## src/include/dp_cfg_pkg.sv

```systemverilog
// Purpose: Shared constants for the datapath pair paging and format block
// Assumes: 12-bit register addresses, 8-bit register data
// Notes:   Paged settings hold one copy per channel pair
package dp_cfg_pkg;
   localparam int          ADDR_W            = 12;
   localparam int          DATA_W            = 8;
   localparam int          SAMPLE_W          = 16;
   localparam int          FIFO_DEPTH        = 16;
   // ----------------------------------------
   // Register offsets
   // ----------------------------------------
   localparam logic [11:0] OFS_PAGE_SELECT   = 12'h008;
   localparam logic [11:0] OFS_SAMPLE_FORMAT = 12'h110;
   localparam logic [11:0] OFS_MOD_CONFIG    = 12'h111;
   localparam logic [11:0] OFS_INTERP_MODE   = 12'h112;
   localparam logic [11:0] OFS_SYNC_SWING    = 12'h2a5;
   // ----------------------------------------
   // Field positions and reset values
   // ----------------------------------------
   localparam int          PAGE_SEL_LSB      = 0;
   localparam int          FORMAT_BIT        = 7;
   localparam int          SWING_BIT         = 0;
   localparam int          INVSINC_BIT       = 7;
   localparam int          MOD_TYPE_LSB      = 2;
   localparam logic [1:0]  PAGE_RST          = 2'h3;
   localparam logic [1:0]  PAGE_PAIR_A       = 2'h1;
   localparam logic [1:0]  PAGE_PAIR_B       = 2'h2;
   localparam logic [7:0]  FORMAT_RST        = 8'h00;
   localparam logic [7:0]  MOD_CONFIG_RST    = 8'h80;
   localparam logic [7:0]  INTERP_RST        = 8'h00;
   localparam logic [7:0]  SWING_RST         = 8'h00;
   localparam logic [15:0] OFFSET_FLIP       = 16'h8000;
endpackage

```

## src/rtl/dp_sample_fifo.sv

```systemverilog
// Purpose: Synchronous valid/ready FIFO for the sample stream
// Assumes: DEPTH is a power of two
// Notes:   Full and empty come from a count, so no slot is wasted
`timescale 1ns/1ps
module dp_sample_fifo #(
   parameter int WIDTH = 32,
   parameter int DEPTH = 16
) (
   input  wire logic             clk,
   input  wire logic             rst,
   input  wire logic             in_valid,
   output logic                  in_ready,
   input  wire logic [WIDTH-1:0] in_data,
   output logic                  out_valid,
   input  wire logic             out_ready,
   output logic      [WIDTH-1:0] out_data
);
   localparam int AW = $clog2(DEPTH);
   logic [WIDTH-1:0] mem [DEPTH];
   logic [AW-1:0]    wr_ptr_r;
   logic [AW-1:0]    rd_ptr_r;
   logic [AW:0]      count_r;
   wire              push = in_valid & in_ready;
   wire              pop  = out_valid & out_ready;

   assign in_ready  = (count_r != (AW+1)'(DEPTH));
   assign out_valid = (count_r != '0);
   assign out_data  = mem[rd_ptr_r];

   always_ff @(posedge clk) begin
      if (push) begin
         mem[wr_ptr_r] <= in_data;
      end
   end

   always_ff @(posedge clk) begin
      if (rst) begin
         wr_ptr_r <= '0;
         rd_ptr_r <= '0;
         count_r  <= '0;
      end else begin
         if (push) wr_ptr_r <= wr_ptr_r + 1'b1;
         if (pop) rd_ptr_r <= rd_ptr_r + 1'b1;
         if (push && !pop) count_r <= count_r + 1'b1;
         else if (pop && !push) count_r <= count_r - 1'b1;
      end
   end
endmodule

```

## src/rtl/dp_pair_regs.sv

```systemverilog
// Purpose: One channel pair's copy of the paged datapath settings
// Assumes: Write strobe already qualified by the pair select
// Notes:   Bypass flags are decoded here from the held settings
`timescale 1ns/1ps
module dp_pair_regs (
   input  wire logic       clk,
   input  wire logic       rst,
   input  wire logic       wr_en,
   input  wire logic [11:0] addr,
   input  wire logic [7:0] wdata,
   output logic      [7:0] format_r,
   output logic      [7:0] mod_cfg_r,
   output logic      [7:0] interp_r,
   output logic            offset_binary,
   output logic            mod_bypass,
   output logic            interp_bypass,
   output logic            invsinc_bypass
);
   wire wr_format = wr_en && (addr == dp_cfg_pkg::OFS_SAMPLE_FORMAT);
   wire wr_mod    = wr_en && (addr == dp_cfg_pkg::OFS_MOD_CONFIG);
   wire wr_interp = wr_en && (addr == dp_cfg_pkg::OFS_INTERP_MODE);

   always_ff @(posedge clk) begin
      if (rst) begin
         format_r  <= dp_cfg_pkg::FORMAT_RST;
         mod_cfg_r <= dp_cfg_pkg::MOD_CONFIG_RST;
         interp_r  <= dp_cfg_pkg::INTERP_RST;
      end else begin
         if (wr_format) format_r <= wdata;
         if (wr_mod) mod_cfg_r <= wdata;
         if (wr_interp) interp_r <= wdata;
      end
   end

   assign offset_binary  = format_r[dp_cfg_pkg::FORMAT_BIT];
   assign mod_bypass     = (mod_cfg_r[dp_cfg_pkg::MOD_TYPE_LSB +: 2] == 2'h0);
   assign interp_bypass  = (interp_r[2:0] == 3'h0);
   assign invsinc_bypass = ~mod_cfg_r[dp_cfg_pkg::INVSINC_BIT];
endmodule

```

## src/rtl/dp_pair_paging_format.sv

```systemverilog
// Purpose: Pair paging, per-pair sample format and sync swing configuration
// Assumes: Registers reached by a simple addressed write/read port
// Notes:   Samples are normalised to twos complement before the FIFO
//
// Operation
// - Pair select routes writes: A, B, both
// - Paged settings held separately per channel pair
// - Format bit seven resets zero: twos complement
// - Format bit one: offset binary samples
// - Each datapath stage has its own bypass
// - Stage order: power, interpolate, modulate, adjust
// - I and Q streams handled independently
// - Stage changes alter latency; configure once
// - Sync swing bit resets normal, one high
`timescale 1ns/1ps
module dp_pair_paging_format (
   input  wire logic        CLK_SYS,
   input  wire logic        SYS_RST,
   // Register port
   input  wire logic        REG_WR,
   input  wire logic        REG_RD,
   input  wire logic [11:0] REG_ADDR,
   input  wire logic [7:0]  REG_WDATA,
   output logic      [7:0]  REG_RDATA,
   output logic             REG_RVALID,
   // Sample stream, channels in pair A (ch0/ch1) and pair B (ch2/ch3)
   input  wire logic        S_VALID,
   output logic             S_READY,
   input  wire logic [15:0] S_A_I,
   input  wire logic [15:0] S_A_Q,
   input  wire logic [15:0] S_B_I,
   input  wire logic [15:0] S_B_Q,
   output logic             M_VALID,
   input  wire logic        M_READY,
   output logic      [15:0] M_A_I,
   output logic      [15:0] M_A_Q,
   output logic      [15:0] M_B_I,
   output logic      [15:0] M_B_Q,
   // Configuration seen by the downstream stages
   output logic             PAIR_A_MOD_BYPASS,
   output logic             PAIR_B_MOD_BYPASS,
   output logic             PAIR_A_INTERP_BYPASS,
   output logic             PAIR_B_INTERP_BYPASS,
   output logic             PAIR_A_INVSINC_BYPASS,
   output logic             PAIR_B_INVSINC_BYPASS,
   output logic             LINK_SYNC_REQUEST_OUT_HIGH_SWING
);
   // ----------------------------------------
   // Page select and global registers
   // ----------------------------------------
   logic [7:0] page_r;
   logic [7:0] swing_r;
   logic [7:0] rdata_r;
   logic       rvalid_r;

   wire [1:0] page_sel  = page_r[dp_cfg_pkg::PAGE_SEL_LSB +: 2];
   // Value 0 pages nothing, so a stray write is harmless
   wire       page_a    = page_sel[0];
   wire       page_b    = page_sel[1];
   wire       wr_page   = REG_WR && (REG_ADDR == dp_cfg_pkg::OFS_PAGE_SELECT);
   wire       wr_swing  = REG_WR && (REG_ADDR == dp_cfg_pkg::OFS_SYNC_SWING);
   // Both copies see the same strobe, so a both-paged write lands in one cycle
   wire       wr_a      = REG_WR && page_a;
   wire       wr_b      = REG_WR && page_b;

   always_ff @(posedge CLK_SYS) begin
      if (SYS_RST) begin
         page_r  <= {6'h00, dp_cfg_pkg::PAGE_RST};
         swing_r <= dp_cfg_pkg::SWING_RST;
      end else begin
         if (wr_page) page_r <= {6'h00, REG_WDATA[dp_cfg_pkg::PAGE_SEL_LSB +: 2]};
         if (wr_swing) swing_r <= {7'h00, REG_WDATA[dp_cfg_pkg::SWING_BIT]};
      end
   end

   assign LINK_SYNC_REQUEST_OUT_HIGH_SWING = swing_r[dp_cfg_pkg::SWING_BIT];

   // ----------------------------------------
   // Per-pair paged copies
   // ----------------------------------------
   logic [7:0] fmt_a, fmt_b, mod_a, mod_b, itp_a, itp_b;
   logic       obin_a, obin_b;

   dp_pair_regs u_pair_a (
      .clk            (CLK_SYS),
      .rst            (SYS_RST),
      .wr_en          (wr_a),
      .addr           (REG_ADDR),
      .wdata          (REG_WDATA),
      .format_r       (fmt_a),
      .mod_cfg_r      (mod_a),
      .interp_r       (itp_a),
      .offset_binary  (obin_a),
      .mod_bypass     (PAIR_A_MOD_BYPASS),
      .interp_bypass  (PAIR_A_INTERP_BYPASS),
      .invsinc_bypass (PAIR_A_INVSINC_BYPASS)
   );

   dp_pair_regs u_pair_b (
      .clk            (CLK_SYS),
      .rst            (SYS_RST),
      .wr_en          (wr_b),
      .addr           (REG_ADDR),
      .wdata          (REG_WDATA),
      .format_r       (fmt_b),
      .mod_cfg_r      (mod_b),
      .interp_r       (itp_b),
      .offset_binary  (obin_b),
      .mod_bypass     (PAIR_B_MOD_BYPASS),
      .interp_bypass  (PAIR_B_INTERP_BYPASS),
      .invsinc_bypass (PAIR_B_INVSINC_BYPASS)
   );

   // ----------------------------------------
   // Read path
   // ----------------------------------------
   // Pair B copy is returned only when B alone is paged
   wire       rd_b_copy = (page_sel == dp_cfg_pkg::PAGE_PAIR_B);
   wire [7:0] rd_fmt    = rd_b_copy ? fmt_b : fmt_a;
   wire [7:0] rd_mod    = rd_b_copy ? mod_b : mod_a;
   wire [7:0] rd_itp    = rd_b_copy ? itp_b : itp_a;
   wire [7:0] rd_mux    = (REG_ADDR == dp_cfg_pkg::OFS_PAGE_SELECT)   ? page_r  :
                          (REG_ADDR == dp_cfg_pkg::OFS_SAMPLE_FORMAT) ? rd_fmt  :
                          (REG_ADDR == dp_cfg_pkg::OFS_MOD_CONFIG)    ? rd_mod  :
                          (REG_ADDR == dp_cfg_pkg::OFS_INTERP_MODE)   ? rd_itp  :
                          (REG_ADDR == dp_cfg_pkg::OFS_SYNC_SWING)    ? swing_r : 8'h00;

   always_ff @(posedge CLK_SYS) begin
      if (SYS_RST) begin
         rdata_r  <= 8'h00;
         rvalid_r <= 1'b0;
      end else begin
         rvalid_r <= REG_RD;
         if (REG_RD) rdata_r <= rd_mux;
      end
   end

   assign REG_RDATA  = rdata_r;
   assign REG_RVALID = rvalid_r;

   // ----------------------------------------
   // Sample format conversion
   // ----------------------------------------
   // Flipping the sign bit maps offset binary 0x0000..0xffff onto
   // twos complement negative..positive full scale
   function automatic logic [15:0] to_twos(input logic [15:0] s, input logic obin);
      to_twos = obin ? (s ^ dp_cfg_pkg::OFFSET_FLIP) : s;
   endfunction

   // I and Q lanes are converted separately, never mixed
   wire [63:0] conv = {to_twos(S_A_I, obin_a), to_twos(S_A_Q, obin_a),
                       to_twos(S_B_I, obin_b), to_twos(S_B_Q, obin_b)};

   // ----------------------------------------
   // Sample buffer
   // ----------------------------------------
   // Register settings are not retimed against buffered samples; change
   // them only during initial configuration for fixed latency
   logic [63:0] fifo_out;

   dp_sample_fifo #(
      .WIDTH (4 * dp_cfg_pkg::SAMPLE_W),
      .DEPTH (dp_cfg_pkg::FIFO_DEPTH)
   ) u_fifo (
      .clk       (CLK_SYS),
      .rst       (SYS_RST),
      .in_valid  (S_VALID),
      .in_ready  (S_READY),
      .in_data   (conv),
      .out_valid (M_VALID),
      .out_ready (M_READY),
      .out_data  (fifo_out)
   );

   assign M_A_I = fifo_out[63:48];
   assign M_A_Q = fifo_out[47:32];
   assign M_B_I = fifo_out[31:16];
   assign M_B_Q = fifo_out[15:0];
endmodule

```

## config.mk

```make
export PLATFORM = sky130hd
export DESIGN_NAME = dp_pair_paging_format
export DESIGN_NICKNAME = d
export VERILOG_FILES = /design/src/include/dp_cfg_pkg.sv /design/src/rtl/dp_sample_fifo.sv /design/src/rtl/dp_pair_regs.sv /design/src/rtl/dp_pair_paging_format.sv
export SDC_FILE = /design/constraint.sdc
export NUM_CORES = 1
export LEC_CHECK = 0
export BUFFER_PORTS_ARGS = -buffer_cell sky130_fd_sc_hd__buf_2
export CORE_AREA = 3 3 267 269
export CTS_CLUSTER_DIAMETER = 40
export DETAILED_ROUTE_END_ITERATION = 10
export DIE_AREA = 0 0 270 272
export GPL_ROUTABILITY_DRIVEN = 0
export PLACE_DENSITY = 0.78
export SKIP_LAST_GASP = 1
export SYNTH_ARGS = -nofsm -noshare
export SYNTH_HDL_FRONTEND = slang
export SYNTH_SLANG_ARGS = --single-unit
```

## constraint.sdc

```tcl
create_clock -name CLK_SYS -period 9.91 [get_ports CLK_SYS]
set_input_delay 1.982 -clock CLK_SYS [delete_from_list [all_inputs] [get_ports CLK_SYS]]
set_output_delay 1.982 -clock CLK_SYS [all_outputs]
set_load 0.005 [all_outputs]
```

==> impl_metrics.ini <==
[timing]
finalCriticalPeriod_ps = 5890
whs_ps = 463
rsz0062_at_grt = no
max_slew_margin = 0.152
final_max_slew_viol_count = 0
period_share = 0.595
final_hold_viol_count = 0
tns_ps = 0
finalSetupViolCount = 0
worst_pin_slew_ps = 1270
fin_skew_ps = 48.1
max_freq_mhz = 170
fin_ws_ps = 4020

[logic_synthesis]
seq_area_frac_synth = 0.770
yosysMostFrequentCell = edfxtp_1
yosys-top-cells-count = 1024 x edfxtp_1, 320 x mux4_2, 77 x dfxtp_1
syn_avg_cell_area_sq_um = 22.6
ys_async_sr_fraction = 0
ys_warn_count = 0
synth_top_area_cell = edfxtp_1
synth_top_area_share = 0.733
synth_edf_count = 1024
synth_area_leaders = edfxtp_1 73%, mux4_2 17%, dfxtp_1 3.7%, mux2i_1 0.91%, a21oi_1 0.57%
yosysUniqueCellTypes = 47
syn_nets = 1954
syn_inst = 1854
syn_area_sq_mm = 0.0419
ys_seq_elements = 1101
synth_flop_cell = edfxtp_1

[clock_network]
cts_resized = 0
clock-sinks = 1101
cts_tree = built
insertion_delay_ps = 700
postCtsSetupBuffers = 0
clk_pin_slew_ps = 60
ctsHoldBuffers = 0
htree_levels = 3
cts-buffers-inserted = 120
clk_path_buf_depth = 3
ctsRootBufferMaster = clkbuf_16

[drt]
wl_um = 99100
firstDrtPassIters = 7
drcViolationCount = 0
routed_via_density = 6.67
drt_iter0_markers = 2606
antenna_left = 0
vias = 20800
drt-wirelength-per-cell_um = 31.8

[setup_path]
reg2reg_slack_ps = 6580
slowest_delay_ps = 1060
critPathSlowestCell = dfxtp_4
reg2regPathDepth = 11
r2r_start = u_fifo.count_r[0]$_SDFFE_PP0P_
critical_path_arrival_ps = 3910
worstSetupStartpointType = flop
worstPathRequired_ps = 7930
timing_worst_setup_path_type = reg -> out
cp_num_buf_inv = 2
cp_max_fo = 70
critical-path-top-delay-family = buffers and inverters
crit_top_cell = mux4_2
end_kind = output port
timing.rr.end = u_fifo.count_r[4]$_SDFFE_PP0P_
path_cells = buf_4, mux4_2, mux4_2, buf_2

[hold_path]
hp-start = REG_RDATA[3]$_SDFFE_PP0P_
hp-class = reg -> reg
worstHoldEndpoint = REG_RDATA[3]$_SDFFE_PP0P_
hold_path_depth = 2

[final_layout]
nets = 2182
regArea_sq_mm = 0.0323
syn_to_final_growth_pct = 14.2
multi_input_area_sq_mm = 0.00931
final_cell_count_no_fill = 3114
nFillCells = 3882
drive_above_1_share = 0.339

[placed_design]
dp_hpwl_um = 46800
port_buffers = 171
post-place-cells = 2891
post-place-ws_ps = 4800

[global_routing]
grt_overflow_total = 0
grt_first_pass_wirelength_um = 148000
grt_pass1_vias = 22000
antenna_found_initial = 12
track_usage = 0.277
grt_max_degree = 94

[pwr]
power_uw = 11900
ir_worst_vdd_mv = 0.202
p_leak_uw = 0.0151
power.density_mw_per_mm2 = 248

[flow_run]
cap_violations = 0

[die]
die_area_sq_mm = 0.0734
fp.dieW_um = 270
ios = 172
die_h_um = 272
initial_utilization = 0.609
fp-row-count = 96
core_sq_mm = 0.0688

[status]
status = finished, final reports clean
how the worst max path moves through the flow:
stage | startpoint | to | cells after the start
6_report | flop | M_B_I[1] | 4
2_1_floorplan | S_VALID | u_fifo.mem[3][0]$_DFFE_PP_ | 3
5_1_grt | flop | M_B_I[1] | 4
3_3_place_gp | flop | M_A_I[15] | 4
4_1_cts | flop | M_B_I[1] | 4
3_5_place_dp | flop | M_A_I[15] | 4
metrics by stage:
step           utilization  instance area, sq um
5_1_grt              0.696                 47900
6_report             0.696                 47900
3_3_place_gp         0.638                 43900
2_1_floorplan            -                 41900
4_1_cts              0.696                 47900
3_5_place_dp         0.638                 43900
cells by family after synthesis:
group / Yosys count / synth area share
adders and majority gates: 10 / 0.00316
and+or+nand+nor: 159 / 0.0181
xor gates and xnor gates: 11 / 0.00230
buffers and inverters: 104 / 0.0106
AOI/OAI and AO/OA: 108 / 0.0141
DFF: 1101 / 0.770
muxes: 361 / 0.182
power breakdown:
group	internal, uW	total, uW	switching, uW	leakage (uW)
clock network	2580	4420	1840	0.00191
logic	1110	2090	983	0.00330
registers	5220	5350	121	0.00987
total	8910	11900	2950	0.0151
tightest hold or removal path, stage by stage, from the launching register on:
cell and delay, ps:
dfxtp_1 330, nand2_1 50, o21ai_0 50
area by class of cell:
cell class              count  share of cell area
flip-flops and latches   1101               0.675
diodes                      6            0.000314
multi-input cells         649               0.194
clock inverters            72              0.0157
repair buffers            202              0.0233
well taps                 931              0.0243
clock buffers             145              0.0669
inverters                   8            0.000627
cell usage in the layout (no fill, tap or decap), types with 5 or more instances in the layout:
cell type / netlist / layout
clkbuf_16: 0 / 124
nand2b_1: 5 / 5
mux2i_1: 38 / 38
buf_4: 0 / 29
clkinv_1: 0 / 11
clkbuf_1: 53 / 19
nand2_1: 53 / 53
clkinv_4: 0 / 10
o21ai_0: 41 / 41
clkinv_2: 0 / 16
clkinvlp_4: 0 / 10
edfxtp_1: 1024 / 1024
xor2_1: 9 / 9
nor2_4: 0 / 12
dfxtp_1: 77 / 73
inv_1: 8 / 8
o22ai_1: 7 / 7
mux4_2: 320 / 320
buf_2: 32 / 171
a21oi_1: 48 / 48
bufinv_16: 0 / 10
nand3_1: 10 / 10
nor2_1: 58 / 46
diode_2: 0 / 6
inv_6: 0 / 9
ha_1: 9 / 9
sequential cells by signal, summed over array words and instances (netlist names), named ones only:
register            cells
u_pair_a.mod_cfg_r      8
u_fifo.mem           1024
u_pair_b.mod_cfg_r      8
u_fifo.count_r          5
u_pair_b.interp_r       8
REG_RVALID              1
u_fifo.wr_ptr_r         4
u_pair_a.interp_r       8
swing_r                 1
page_r                  2
u_fifo.rd_ptr_r         4
u_pair_b.format_r       8
u_pair_a.format_r       8
REG_RDATA               8
per-layer routing:
| layer | up-vias | routed length, um | track usage |
|---|---|---|---|
| met4 | 10 | 3470 | 0.105 |
| met5 | - | 69 | 0 |
| li1 | 8277 | - | - |
| met3 | 229 | 9300 | 0.0715 |
| met2 | 1345 | 49400 | 0.443 |
| met1 | 10900 | 36900 | 0.376 |
(Power assumes the default switching activity.)
